===== src/crbt_defines.svh =====
// Register indices, field positions, reset values and tick divisors for the timer
`ifndef CRBT_DEFINES_SVH
`define CRBT_DEFINES_SVH
// Register indices; byte address is four times the index
`define CRBT_IDX_CTRL 8'hC8
`define CRBT_IDX_MASK 8'hC9
`define CRBT_IDX_CAPL 8'hCA
`define CRBT_IDX_CAPH 8'hCB
`define CRBT_IDX_CNTL 8'hCC
`define CRBT_IDX_CNTH 8'hCD
`define CRBT_IDX_CFG 8'hCE
`define CRBT_IDX_STAT 8'hCF
// Control register fields
`define CRBT_B_OVF 7
`define CRBT_B_EXT 6
`define CRBT_B_RXSEL 5
`define CRBT_B_TXSEL 4
`define CRBT_B_EXEN 3
`define CRBT_B_RUN 2
`define CRBT_B_CTS 1
`define CRBT_B_CPRL 0
// Configuration register fields
`define CRBT_B_SPEED 0
`define CRBT_B_IRQEN 1
// Status and mask fields
`define CRBT_S_OVF 0
`define CRBT_S_EXT 1
`define CRBT_S_CAP 2
// Reset values
`define CRBT_RST_BYTE 8'h00
`define CRBT_RST_STAT 3'h0
// Internal tick divisors, slow and fast timer speed
`define CRBT_DIV_SLOW 4'hC
`define CRBT_DIV_FAST 4'h4
// Bus answers
`define CRBT_RESP_OKAY 2'h0
`define CRBT_RESP_SLVERR 2'h2
`endif


===== src/crbt_pkg.sv =====
// Types shared by the capture/reload/baud timer
package crbt_pkg;
  // Counting mode, Gray coded along reload, capture, baud
  typedef enum logic [1:0] {
    CRBT_MODE_RELOAD = 2'h0,
    CRBT_MODE_CAPTURE = 2'h1,
    CRBT_MODE_BAUD = 2'h3
  } crbt_mode_e;
  typedef logic [7:0] crbt_byte_t;
endpackage : crbt_pkg


===== src/crbt_timer.sv =====
// 16-bit capture/reload/baud timer with AXI4-Lite register slave
// Summary of operation
// - Rollover from FFFFh sets overflow flag, sticky
// - Overflow flag set only when both selects zero
// - Software overflow flag write raises timer interrupt
// - Trigger falling edge sets external flag when enabled
// - Software external flag write raises timer interrupt
// - Receive select picks timer1 or this overflow
// - Transmit select picks timer1 or this overflow
// - Either select enters baud mode, clock/2
// - Trigger edges reload/capture only when enabled, not baud
// - Run bit starts counting; halt stops ticks, enabled trigger edges still reload
// - Timer select: internal ticks or count pin
// - Baud mode advances every two clocks
// - Baud mode forces auto-reload, ignores capture select
// - Reload mode: reload on overflow or enabled trigger edge
// - Capture mode: enabled trigger edge captures count
// - Capture bytes take count; supply reload value
// - Count held in readable, writable low/high bytes
`include "crbt_defines.svh"
module crbt_timer (
  input wire logic clk,
  input wire logic rst_n,
  input wire logic [11:0] s_axi_awaddr,
  input wire logic s_axi_awvalid,
  output logic s_axi_awready,
  input wire logic [31:0] s_axi_wdata,
  input wire logic [3:0] s_axi_wstrb,
  input wire logic s_axi_wvalid,
  output logic s_axi_wready,
  output logic [1:0] s_axi_bresp,
  output logic s_axi_bvalid,
  input wire logic s_axi_bready,
  input wire logic [11:0] s_axi_araddr,
  input wire logic s_axi_arvalid,
  output logic s_axi_arready,
  output logic [31:0] s_axi_rdata,
  output logic [1:0] s_axi_rresp,
  output logic s_axi_rvalid,
  input wire logic s_axi_rready,
  input wire logic count_input_pin,
  input wire logic trigger_pin,
  input wire logic timer1_overflow,
  output logic rx_baud_tick,
  output logic tx_baud_tick,
  output logic timer_irq,
  output logic irq
);

  // Decode a byte address to a register index; misses give 8'h00
  function automatic logic [7:0] crbt_index(input logic [11:0] addr);
    logic [7:0] idx;
    idx = addr[9:2];
    if (addr[11:10] != 2'h0 || addr[1:0] != 2'h0 || idx < `CRBT_IDX_CTRL
        || idx > `CRBT_IDX_STAT)
      crbt_index = 8'h00;
    else
      crbt_index = idx;
  endfunction : crbt_index

  crbt_pkg::crbt_byte_t ctrl_reg, cap_lo_reg, cap_hi_reg, cnt_lo_reg, cnt_hi_reg;
  logic [1:0] cfg_reg;
  logic [2:0] stat_reg, mask_reg, events;
  logic [11:0] aw_addr_reg;
  logic [7:0] w_data_reg;
  logic [3:0] pre_cnt_reg;
  logic w_lane_reg, div2_reg, cnt_pin_reg, trig_pin_reg;

  // Write channel: address and data taken in either order
  logic wr_go;
  logic [7:0] wr_idx, wr_byte;
  assign wr_go = !s_axi_awready && !s_axi_wready && !s_axi_bvalid;
  assign wr_idx = crbt_index(aw_addr_reg);
  assign wr_byte = w_data_reg;

  function automatic logic crbt_wr(input logic go, input logic lane,
                                   input logic [7:0] idx, input logic [7:0] tgt);
    crbt_wr = go && lane && idx == tgt;
  endfunction : crbt_wr

  logic wr_ctrl, wr_capl, wr_caph, wr_cntl, wr_cnth;
  assign wr_ctrl = crbt_wr(wr_go, w_lane_reg, wr_idx, `CRBT_IDX_CTRL);
  assign wr_capl = crbt_wr(wr_go, w_lane_reg, wr_idx, `CRBT_IDX_CAPL);
  assign wr_caph = crbt_wr(wr_go, w_lane_reg, wr_idx, `CRBT_IDX_CAPH);
  assign wr_cntl = crbt_wr(wr_go, w_lane_reg, wr_idx, `CRBT_IDX_CNTL);
  assign wr_cnth = crbt_wr(wr_go, w_lane_reg, wr_idx, `CRBT_IDX_CNTH);

  // Write handshake state
  always_ff @(posedge clk or negedge rst_n)
  begin
    if (!rst_n)
    begin
      s_axi_awready <= 1'b1;
      s_axi_wready <= 1'b1;
      s_axi_bvalid <= 1'b0;
      s_axi_bresp <= `CRBT_RESP_OKAY;
      aw_addr_reg <= 12'h000;
      w_data_reg <= 8'h00;
      w_lane_reg <= 1'b0;
    end
    else
    begin
      if (s_axi_awvalid && s_axi_awready)
      begin
        s_axi_awready <= 1'b0;
        aw_addr_reg <= s_axi_awaddr;
      end
      if (s_axi_wvalid && s_axi_wready)
      begin
        s_axi_wready <= 1'b0;
        w_data_reg <= s_axi_wdata[7:0];
        w_lane_reg <= s_axi_wstrb[0];
      end
      if (wr_go)
      begin
        s_axi_bvalid <= 1'b1;
        s_axi_bresp <= (wr_idx == 8'h00) ? `CRBT_RESP_SLVERR : `CRBT_RESP_OKAY;
      end
      else if (s_axi_bvalid && s_axi_bready)
      begin
        s_axi_bvalid <= 1'b0;
        s_axi_awready <= 1'b1;
        s_axi_wready <= 1'b1;
      end
    end
  end

  // Mode and tick generation
  crbt_pkg::crbt_mode_e mode;
  logic baud, run, tick, ovf, cnt_fall, trig_fall, ext_evt, ext_act;
  logic do_reload, do_capture, pre_slow, pre_fast, rd_go;
  logic [15:0] count, cap;
  assign count = {cnt_hi_reg, cnt_lo_reg};
  assign cap = {cap_hi_reg, cap_lo_reg};
  assign baud = ctrl_reg[`CRBT_B_RXSEL] | ctrl_reg[`CRBT_B_TXSEL];
  assign run = ctrl_reg[`CRBT_B_RUN];
  assign cnt_fall = cnt_pin_reg && !count_input_pin;
  assign trig_fall = trig_pin_reg && !trigger_pin;
  assign pre_slow = pre_cnt_reg == `CRBT_DIV_SLOW - 4'h1;
  assign pre_fast = pre_cnt_reg[1:0] == 2'h3;
  always_comb
  begin
    if (baud)
      mode = crbt_pkg::CRBT_MODE_BAUD;
    else if (ctrl_reg[`CRBT_B_CPRL])
      mode = crbt_pkg::CRBT_MODE_CAPTURE;
    else
      mode = crbt_pkg::CRBT_MODE_RELOAD;
  end

  // Tick source: baud half rate, count pin, or internal prescale
  always_comb
  begin
    tick = 1'b0;
    if (run)
    begin
      if (baud)
        tick = div2_reg;
      else if (ctrl_reg[`CRBT_B_CTS])
        tick = cnt_fall;
      else
        tick = cfg_reg[`CRBT_B_SPEED] ? pre_fast : pre_slow;
    end
  end

  assign ovf = tick && count == 16'hFFFF;
  assign ext_evt = ctrl_reg[`CRBT_B_EXEN] && trig_fall;
  assign ext_act = ext_evt && !baud;

  // Reload and capture decisions per mode
  always_comb
  begin
    do_reload = 1'b0;
    do_capture = 1'b0;
    case (mode)
      crbt_pkg::CRBT_MODE_BAUD: do_reload = ovf;
      crbt_pkg::CRBT_MODE_RELOAD: do_reload = ovf || ext_act;
      crbt_pkg::CRBT_MODE_CAPTURE: do_capture = ext_act;
      default: do_reload = 1'b0;
    endcase
  end

  // Prescaler, half-rate divider and pin history
  always_ff @(posedge clk or negedge rst_n)
  begin
    if (!rst_n)
    begin
      pre_cnt_reg <= 4'h0;
      div2_reg <= 1'b0;
      cnt_pin_reg <= 1'b0;
      trig_pin_reg <= 1'b0;
    end
    else
    begin
      pre_cnt_reg <= pre_slow ? 4'h0 : pre_cnt_reg + 4'h1;
      div2_reg <= !div2_reg;
      cnt_pin_reg <= count_input_pin;
      trig_pin_reg <= trigger_pin;
    end
  end

  // Count bytes: software write wins over its own byte's update
  always_ff @(posedge clk or negedge rst_n)
  begin
    if (!rst_n)
    begin
      cnt_lo_reg <= `CRBT_RST_BYTE;
      cnt_hi_reg <= `CRBT_RST_BYTE;
    end
    else
    begin
      if (do_reload)
      begin
        cnt_lo_reg <= cap_lo_reg;
        cnt_hi_reg <= cap_hi_reg;
      end
      else if (tick)
      begin
        cnt_lo_reg <= count[7:0] + 8'h01;
        cnt_hi_reg <= (count[7:0] == 8'hFF) ? count[15:8] + 8'h01 : count[15:8];
      end
      if (wr_cntl)
        cnt_lo_reg <= wr_byte;
      if (wr_cnth)
        cnt_hi_reg <= wr_byte;
    end
  end

  // Capture/reload bytes
  always_ff @(posedge clk or negedge rst_n)
  begin
    if (!rst_n)
    begin
      cap_lo_reg <= `CRBT_RST_BYTE;
      cap_hi_reg <= `CRBT_RST_BYTE;
    end
    else
    begin
      if (do_capture)
      begin
        cap_lo_reg <= cnt_lo_reg;
        cap_hi_reg <= cnt_hi_reg;
      end
      if (wr_capl)
        cap_lo_reg <= wr_byte;
      if (wr_caph)
        cap_hi_reg <= wr_byte;
    end
  end

  // Control register; hardware set beats a software clear of a flag
  always_ff @(posedge clk or negedge rst_n)
  begin
    if (!rst_n)
      ctrl_reg <= `CRBT_RST_BYTE;
    else
    begin
      if (wr_ctrl)
        ctrl_reg <= wr_byte;
      if (ovf && !baud)
        ctrl_reg[`CRBT_B_OVF] <= 1'b1;
      if (ext_evt)
        ctrl_reg[`CRBT_B_EXT] <= 1'b1;
    end
  end

  // Configuration and mask registers
  always_ff @(posedge clk or negedge rst_n)
  begin
    if (!rst_n)
    begin
      cfg_reg <= 2'h0;
      mask_reg <= `CRBT_RST_STAT;
    end
    else
    begin
      if (crbt_wr(wr_go, w_lane_reg, wr_idx, `CRBT_IDX_CFG))
        cfg_reg <= wr_byte[1:0];
      if (crbt_wr(wr_go, w_lane_reg, wr_idx, `CRBT_IDX_MASK))
        mask_reg <= wr_byte[2:0];
    end
  end

  // Read channel: one-cycle answer, status cleared by its read
  logic [7:0] rd_idx, rd_val;
  assign rd_idx = crbt_index(s_axi_araddr);
  assign rd_go = s_axi_arvalid && s_axi_arready;

  always_comb
  begin
    case (rd_idx)
      `CRBT_IDX_CTRL: rd_val = ctrl_reg;
      `CRBT_IDX_MASK: rd_val = {5'h00, mask_reg};
      `CRBT_IDX_CAPL: rd_val = cap_lo_reg;
      `CRBT_IDX_CAPH: rd_val = cap_hi_reg;
      `CRBT_IDX_CNTL: rd_val = cnt_lo_reg;
      `CRBT_IDX_CNTH: rd_val = cnt_hi_reg;
      `CRBT_IDX_CFG: rd_val = {6'h00, cfg_reg};
      `CRBT_IDX_STAT: rd_val = {5'h00, stat_reg};
      default: rd_val = 8'h00;
    endcase
  end

  always_ff @(posedge clk or negedge rst_n)
  begin
    if (!rst_n)
    begin
      s_axi_arready <= 1'b1;
      s_axi_rvalid <= 1'b0;
      s_axi_rdata <= 32'h0000_0000;
      s_axi_rresp <= `CRBT_RESP_OKAY;
    end
    else if (rd_go)
    begin
      s_axi_arready <= 1'b0;
      s_axi_rvalid <= 1'b1;
      s_axi_rdata <= {24'h000000, rd_val};
      s_axi_rresp <= (rd_idx == 8'h00) ? `CRBT_RESP_SLVERR : `CRBT_RESP_OKAY;
    end
    else if (s_axi_rvalid && s_axi_rready)
    begin
      s_axi_rvalid <= 1'b0;
      s_axi_arready <= 1'b1;
    end
  end

  // Sticky event status; a new event survives a clearing read
  assign events = {do_capture, ext_evt, ovf};
  always_ff @(posedge clk or negedge rst_n)
  begin
    if (!rst_n)
      stat_reg <= `CRBT_RST_STAT;
    else if (rd_go && rd_idx == `CRBT_IDX_STAT)
      stat_reg <= events;
    else
      stat_reg <= stat_reg | events;
  end

  // Interrupt and baud outputs, all registered
  always_ff @(posedge clk or negedge rst_n)
  begin
    if (!rst_n)
    begin
      irq <= 1'b0;
      timer_irq <= 1'b0;
      rx_baud_tick <= 1'b0;
      tx_baud_tick <= 1'b0;
    end
    else
    begin
      irq <= |(stat_reg & mask_reg);
      timer_irq <= cfg_reg[`CRBT_B_IRQEN]
        && (ctrl_reg[`CRBT_B_OVF] || ctrl_reg[`CRBT_B_EXT]);
      rx_baud_tick <= ctrl_reg[`CRBT_B_RXSEL] ? ovf : timer1_overflow;
      tx_baud_tick <= ctrl_reg[`CRBT_B_TXSEL] ? ovf : timer1_overflow;
    end
  end
endmodule : crbt_timer


===== config.mk =====
export PLATFORM = sky130hd
export DESIGN_NAME = crbt_timer
export DESIGN_NICKNAME = d
export VERILOG_FILES = /design/src/crbt_pkg.sv /design/src/crbt_timer.sv
export VERILOG_INCLUDE_DIRS = /design/src
export SDC_FILE = /design/constraint.sdc
export NUM_CORES = 1
export LEC_CHECK = 0
export BUFFER_PORTS_ARGS = -buffer_cell sky130_fd_sc_hd__clkbuf_2
export CORE_MARGIN = 2
export CORE_UTILIZATION = 54
export CTS_CLUSTER_SIZE = 30
export DETAILED_ROUTE_END_ITERATION = 7
export GPL_ROUTABILITY_DRIVEN = 0
export GPL_TIMING_DRIVEN = 0
export HOLD_SLACK_MARGIN = 0.03
export MAX_ROUTING_LAYER = met4
export PLACE_DENSITY = 0.79
export SKIP_CTS_REPAIR_TIMING = 1
export SLEW_MARGIN = 40
export SYNTH_ARGS = -nofsm -noshare
export SYNTH_HDL_FRONTEND = slang
export SYNTH_SLANG_ARGS = --single-unit

===== constraint.sdc =====
create_clock -name clk -period 2.3 [get_ports clk]
set_input_delay 0.575 -clock clk [delete_from_list [all_inputs] [get_ports clk]]
set_output_delay 0.575 -clock clk [all_outputs]
set_load 0.02 [all_outputs]

==> results of run 1 <==
==> logic make-up after synthesis <==
| logic type | after synthesis | share of synthesized area |
|---|---|---|
| and+or+nand+nor | 141 | 0.144 |
| DFF | 95 | 0.470 |
| AOI/OAI and AO/OA | 90 | 0.123 |
| muxes | 75 | 0.173 |
| buffers and inverters | 56 | 0.0628 |
| xor gates and xnor gates | 11 | 0.0190 |
| adders and majority gates | 3 | 0.00742 |
| other | 1 | 0.000741 |
==> worst max-delay path: stages (launching register included) <==
cell and delay [ps]:
dfrtp_2 450, ha_2 220, nand3_1 150, nor4_4 500, nor2_4 110, and2_1 210, a222oi_1 320, o21ai_1 100
==> final timing paths <==
check / from / endpoint / slack [ps] / depth (start not counted)
max in group asynchronous: rst_n / s_axi_arready$_DFFE_PN1P_ / 1590 / 2
min reg2reg: pre_cnt_reg[0]$_DFF_PN0_ / pre_cnt_reg[0]$_DFF_PN0_ / 470 / 1
max: cnt_hi_reg[0]$_DFFE_PN0P_ / cnt_hi_reg[1]$_DFFE_PN0P_ / 90 / 7
max reg2reg: cnt_hi_reg[0]$_DFFE_PN0P_ / cnt_hi_reg[1]$_DFFE_PN0P_ / 90 / 7
min in group clk: trigger_pin / trig_pin_reg$_DFF_PN0_ / 310 / 1
min: rst_n / tx_baud_tick$_DFF_PN0_ / 120 / 1
==> final cells by class <==
cell class,count,area share
flip-flops and latches,95,0.406
plain buffers,43,0.0460
clock inverters,5,0.00979
clock buffers,11,0.0241
well taps,111,0.0236
repair buffers,62,0.0590
multi-input cells,346,0.424
inverters,13,0.00830
==> placed cells by master, fill, tap and decap left out, types with 8 or more instances in the layout <==
cell | synthesis | layout
nor2_1 | 39 | 39
nand2_1 | 43 | 43
o21ai_0 | 17 | 17
clkbuf_1 | 13 | 13
mux2i_1 | 24 | 24
clkbuf_8 | 0 | 11
nand3_1 | 11 | 10
a21oi_1 | 28 | 28
mux2_2 | 45 | 45
buf_4 | 26 | 28
dfrtp_1 | 92 | 90
conb_1 | 1 | 26
a222oi_1 | 8 | 8
inv_1 | 13 | 13
clkbuf_2 | 1 | 60
==> power by group through the flow <==
stage | combinational (mW) | clock [mW] | sequential, mW
after global routing | 0.920 | 1.22 | 2.31
after global placement | 0.794 | 0 | 2.27
after floorplan | 0.586 | 0 | 2.22
final | 0.831 | 1.13 | 2.27
after detailed placement | 0.829 | 0 | 2.29
after CTS | 0.832 | 1.14 | 2.26
==> metal layers <==
metal / up-vias / track usage / wire length (um)
met3: 28 / 0.0527 / 1060
met4: 0 / 0.110 / 289
li1: 1850 / - / -
met1: 1922 / 0.324 / 4790
met2: 206 / 0.407 / 5850
met5: - / - / 0
==> cells in the mapped netlist (4+ instances only) <==
master	n	area [sq um]
dfrtp_1	92	2300
mux2_2	45	507
nand2_1	43	161
nor2_1	39	146
a21oi_1	28	140
buf_4	26	195
mux2i_1	24	240
o21ai_0	17	85.1
clkbuf_1	13	48.8
inv_1	13	48.8
nand3_1	11	55.1
a222oi_1	8	80.1
nor3_1	7	35.0
xnor2_1	7	61.3
a31oi_1	5	31.3
mux4_2	5	113
nand4_1	5	31.3
o211ai_1	4	30.0
o21ai_1	4	20.0
xor2_1	4	35.0
==> stage by stage <==
stage	instances	hold WS [ps]
6_report	686	119
4_1_cts	684	126
5_1_grt	686	135
2_1_floorplan	497	279
3_5_place_dp	668	451
3_3_place_gp	667	431
==> impl_metrics.csv, run 1 <==
group,metric,value,unit
run_status,run_status,"finished clean",
timing,setup_viol,0,
timing,tightest_slew,881,ps
finish,postLayoutCoreUtil,0.642,
yosys,syn_area,5060,sq um
power_and_ir_drop,p_int,2.89,mW
timing,post-route-period-util,0.961,
floorplan,die_area,10200,sq um
floorplan,num_rows,35,
power_and_ir_drop,vdd.ir_drop.worst,0.570,mV
cts,path_clk_slew,90,ps
timing,finalHoldViolCount,0,
yosys,synth_cells,472,
cts,clk_latency,380,ps
drt,wire_per_inst,17.5,um
drt,vias_per_cell,5.84,
power_and_ir_drop,switchingPower,1.34,mW
place,pre_cts_slack,-154,ps
place,detailed_place_hpwl,8920,um
yosys,yosys_warnings,0,
yosys,synth-edff-count,0,
timing,fin_skew,7.07,ps
finish,multi_input_area,2490,sq um
timing,setup_tns,0,ps
drt,ant_nets,0,
drt,drt-initial-drc-count,298,
global_routing,grt_pass1_wl,19300,um
place,dpl_cell_area,5630,sq um
power_and_ir_drop,combPwrFrac,0.196,
yosys,synth-async-reset-ratio,1.00,
drt,wirelength,12000,um
setup_path,startpoint_type,"flop",
timing,fmax,452,MHz
floorplan,die_h,101,um
cts,cts_tree,"yes",
setup_path,cp-end-kind,"flop",
setup_path,crit_fanout,8,
cts,htreeDepth,3,
timing,period_needed,2210,ps
drt,dr_total_vias,4006,
power_and_ir_drop,power,4.23,mW
cts,clock_sinks,95,
finish,largest_register_ffs,12,
power_and_ir_drop,pwr-share-clk,0.267,
yosys,ys_ff_latch,95,
timing,final_max_slew_viol_count,0,
worst_hold_path,hold_class,"input port to async pin",
timing,setup_slack,89.9,ps
finish,syn_to_final_growth,16.1,%
power_and_ir_drop,leakage,2.73,nW
finish,fin_nets,643,
setup_path,worstSetupPathType,"flop to flop",
timing,worst_slew_margin_rel,0.412,
floorplan,ios,115,
drt,first_pass_iters,5,
cts,root_buffer,"clkbuf_8",
yosys,synth_ff_type,"dfrtp_1",
finish,final_area,5880,sq um
global_routing,antenna_found_initial,0,
setup_path,critical_path_arrival,2440,ps
power_and_ir_drop,p_seq_frac,0.537,
global_routing,grt_pass1_vias,3859,
floorplan,die_w,101,um
place,io_buffers,59,
finish,final-seq-area,2380,sq um
yosys,synth_area_per_cell,10.7,sq um
floorplan,core-area,9150,sq um
yosys,yosysSeqAreaShare,0.470,
finish,antenna_cells,0,
drt,drc,0,
flow_run,maxCapViolCount,0,
yosys,synth.distinct_cells,67,
global_routing,gr-usage-all-layers,0.257,
floorplan,initial_core_util,0.553,
finish,drive_gt1_frac,0.325,
finish,filler_cell_count,744,
global_routing,grt_max_degree,52,
cts,clock_path_buffers,2,
power_and_ir_drop,switching_share,0.316,
power_and_ir_drop,p_per_area,720,nW/um^2
global_routing,globalRoute.totalOverflow,0,
cts,numCtsBuffers,9,
setup_path,cp.required,2530,ps
(Power assumes the default switching activity.)
==> inputs of run 2 (changes only) <==
--- a/config.mk
+++ b/config.mk
@@ -7,12 +7,12 @@
 export NUM_CORES = 1
 export LEC_CHECK = 0
 export BUFFER_PORTS_ARGS = -buffer_cell sky130_fd_sc_hd__clkbuf_2
+export CAP_MARGIN = 0
 export CORE_MARGIN = 2
 export CORE_UTILIZATION = 54
 export CTS_CLUSTER_SIZE = 30
 export DETAILED_ROUTE_END_ITERATION = 7
 export GPL_ROUTABILITY_DRIVEN = 0
-export GPL_TIMING_DRIVEN = 0
 export HOLD_SLACK_MARGIN = 0.03
 export MAX_ROUTING_LAYER = met4
 export PLACE_DENSITY = 0.79
==> constraint.sdc (replaced) <==
create_clock -name clk -period 2.1 [get_ports clk]
set_input_delay 0.525 -clock clk [delete_from_list [all_inputs] [get_ports clk]]
set_output_delay 0.525 -clock clk [all_outputs]
set_load 0.02 [all_outputs]
==> run 2 against run 1 <==
  * Combinational power increased by 7.1%
  * Clock skew increased by 0.97 ps
  * Highest routed layer unchanged
  * Critical path depth increased by 2
==> impl_metrics.csv, run 2 (synthesis results as in run 1) <==
group,metric,value,unit
setup_path,cp.required,2350,ps
cts,cts_tree,"yes",
floorplan,num_rows,35,
timing,setup_viol,0,
cts,htreeDepth,3,
timing,rsz0062_at_grt,"true",
floorplan,core-area,9150,sq um
finish,largest_register_ffs,12,
flow_run,maxCapViolCount,0,
timing,final_max_slew_viol_count,0,
cts,root_buffer,"clkbuf_8",
drt,vias_per_cell,6.02,
setup_path,max_stage_delay,410,ps
setup_path,crit_fanout,8,
cts,clk_latency,370,ps
timing,setup_tns,0,ps
run_status,run_status,"finished clean",
power_and_ir_drop,p_per_area,793,nW/um^2
floorplan,die_h,101,um
drt,first_pass_iters,5,
power_and_ir_drop,vdd.ir_drop.worst,0.438,mV
power_and_ir_drop,leakage,2.72,nW
finish,antenna_cells,0,
place,io_buffers,61,
setup_path,critical_path_arrival,2310,ps
finish,final_common_cell,"dfrtp_1",
power_and_ir_drop,pwr-share-clk,0.278,
global_routing,grt_pass1_wl,20000,um
finish,drive_gt1_frac,0.335,
timing,setup_slack,34.9,ps
drt,ant_nets,0,
setup_path,cp-end-kind,"flop",
finish,syn_to_final_growth,16.6,%
power_and_ir_drop,combPwrFrac,0.190,
power_and_ir_drop,power,4.68,mW
setup_path,worstSetupPathType,"flop to flop",
drt,wirelength,12500,um
global_routing,antenna_found_initial,0,
global_routing,gr-usage-all-layers,0.265,
global_routing,grt_pass1_vias,4030,
cts,clock_sinks,95,
worst_hold_path,hold_class,"input port to async pin",
place,detailed_place_hpwl,8990,um
timing,post-route-period-util,0.983,
timing,tightest_slew,570,ps
power_and_ir_drop,p_seq_frac,0.531,
cts,path_clk_slew,90,ps
finish,final-seq-area,2380,sq um
finish,finalNonFillerCells,681,
timing,finalHoldViolCount,0,
setup_path,cp_top_family,"compound AO/OA/AOI/OAI gates",
power_and_ir_drop,switchingPower,1.44,mW
place,pre_cts_slack,-60.6,ps
setup_path,crit_slowest_cell,"dfrtp_1",
finish,filler_cell_count,735,
drt,drt-initial-drc-count,317,
global_routing,globalRoute.totalOverflow,0,
floorplan,ios,115,
timing,fin_skew,8.04,ps
drt,wire_per_inst,18.4,um
setup_path,startpoint_type,"flop",
floorplan,die_w,101,um
cts,numCtsBuffers,9,
drt,drc,0,
power_and_ir_drop,switching_share,0.308,
finish,layout_common_cells,"dfrtp_1, clkbuf_2, mux2_2",
timing,fmax,484,MHz
floorplan,die_area,10200,sq um
cts,clock_path_buffers,2,
drt,dr_total_vias,4100,
timing,worst_slew_margin_rel,0.620,
finish,multi_input_area,2510,sq um
setup_path,crit_chain,"ha_2 > and2b_1 > o21ai_4 > a2111oi_4 > buf_4 > buf_6 > a21o_4 > a222oi_1 > o21ai_1",
global_routing,grt_max_degree,40,
floorplan,initial_core_util,0.553,
finish,fin_nets,638,
timing,period_needed,2070,ps
power_and_ir_drop,p_int,3.24,mW
setup_path,crit_buf_inv,2,
place,placedCellCount,660,
run 2: worst paths after layout:
path	slack, ps	endpoint	cells past startpoint	startpoint
worst max-delay path	30	cnt_hi_reg[1]$_DFFE_PN0P_	9	pre_cnt_reg[0]$_DFF_PN0_
worst min-delay path	120	rx_baud_tick$_DFF_PN0_	1	rst_n
worst max register to register	30	cnt_hi_reg[1]$_DFFE_PN0P_	9	pre_cnt_reg[0]$_DFF_PN0_
worst min register to register	440	div2_reg$_DFF_PN0_	1	div2_reg$_DFF_PN0_
max in group asynchronous	1360	s_axi_wready$_DFF_PN1_	2	rst_n
min in group clk	270	trig_pin_reg$_DFF_PN0_	1	trigger_pin
run 2: layer usage:
| metal | part of all wire | routed length, um | GRT usage | vias up |
|---|---|---|---|---|
| met2 | 0.48 | 6000 | 0.412 | 238 |
| li1 | - | - | - | 1839 |
| met5 | 0 | 0 | - | - |
| met3 | 0.080 | 999 | 0.0472 | 53 |
| met4 | 0.038 | 481 | 0.129 | 0 |
| met1 | 0.40 | 5060 | 0.337 | 1970 |
run 2: layout make-up:
| cell class | count | area share |
|---|---|---|
| multi-input combinational | 347 | 0.425 |
| sequential | 95 | 0.403 |
| timing repair buffer | 99 | 0.105 |
| clock buffer | 13 | 0.0235 |
| tap | 111 | 0.0235 |
| clock inverter | 3 | 0.0114 |
| inverter | 13 | 0.00827 |
run 2: stage by stage:
step	utilization	hold slack (ps)	area (sq um)
6_report	0.645	116	5900
5_1_grt	0.645	160	5900
2_1_floorplan	-	229	5160
3_5_place_dp	0.614	437	5620
4_1_cts	0.637	137	5830
3_3_place_gp	0.614	433	5620
run 2: worst reg2reg max path: stages, from the launching register on:
cell and delay, ps:
dfrtp_1 410, ha_2 190, and2b_1 180, o21ai_4 90, a2111oi_4 90, buf_4 160
buf_6 140, a21o_4 240, a222oi_1 340, o21ai_1 110
run 2: power by group through the flow:
| stage | Sequential, mW | Clock, mW | Combinational (mW) |
|---|---|---|---|
| after floorplan | 2.43 | 0 | 0.642 |
| after global placement | 2.49 | 0 | 0.853 |
| after detailed placement | 2.51 | 0 | 0.889 |
| after CTS | 2.48 | 1.32 | 0.895 |
| after global routing | 2.53 | 1.39 | 0.977 |
| final | 2.49 | 1.30 | 0.890 |
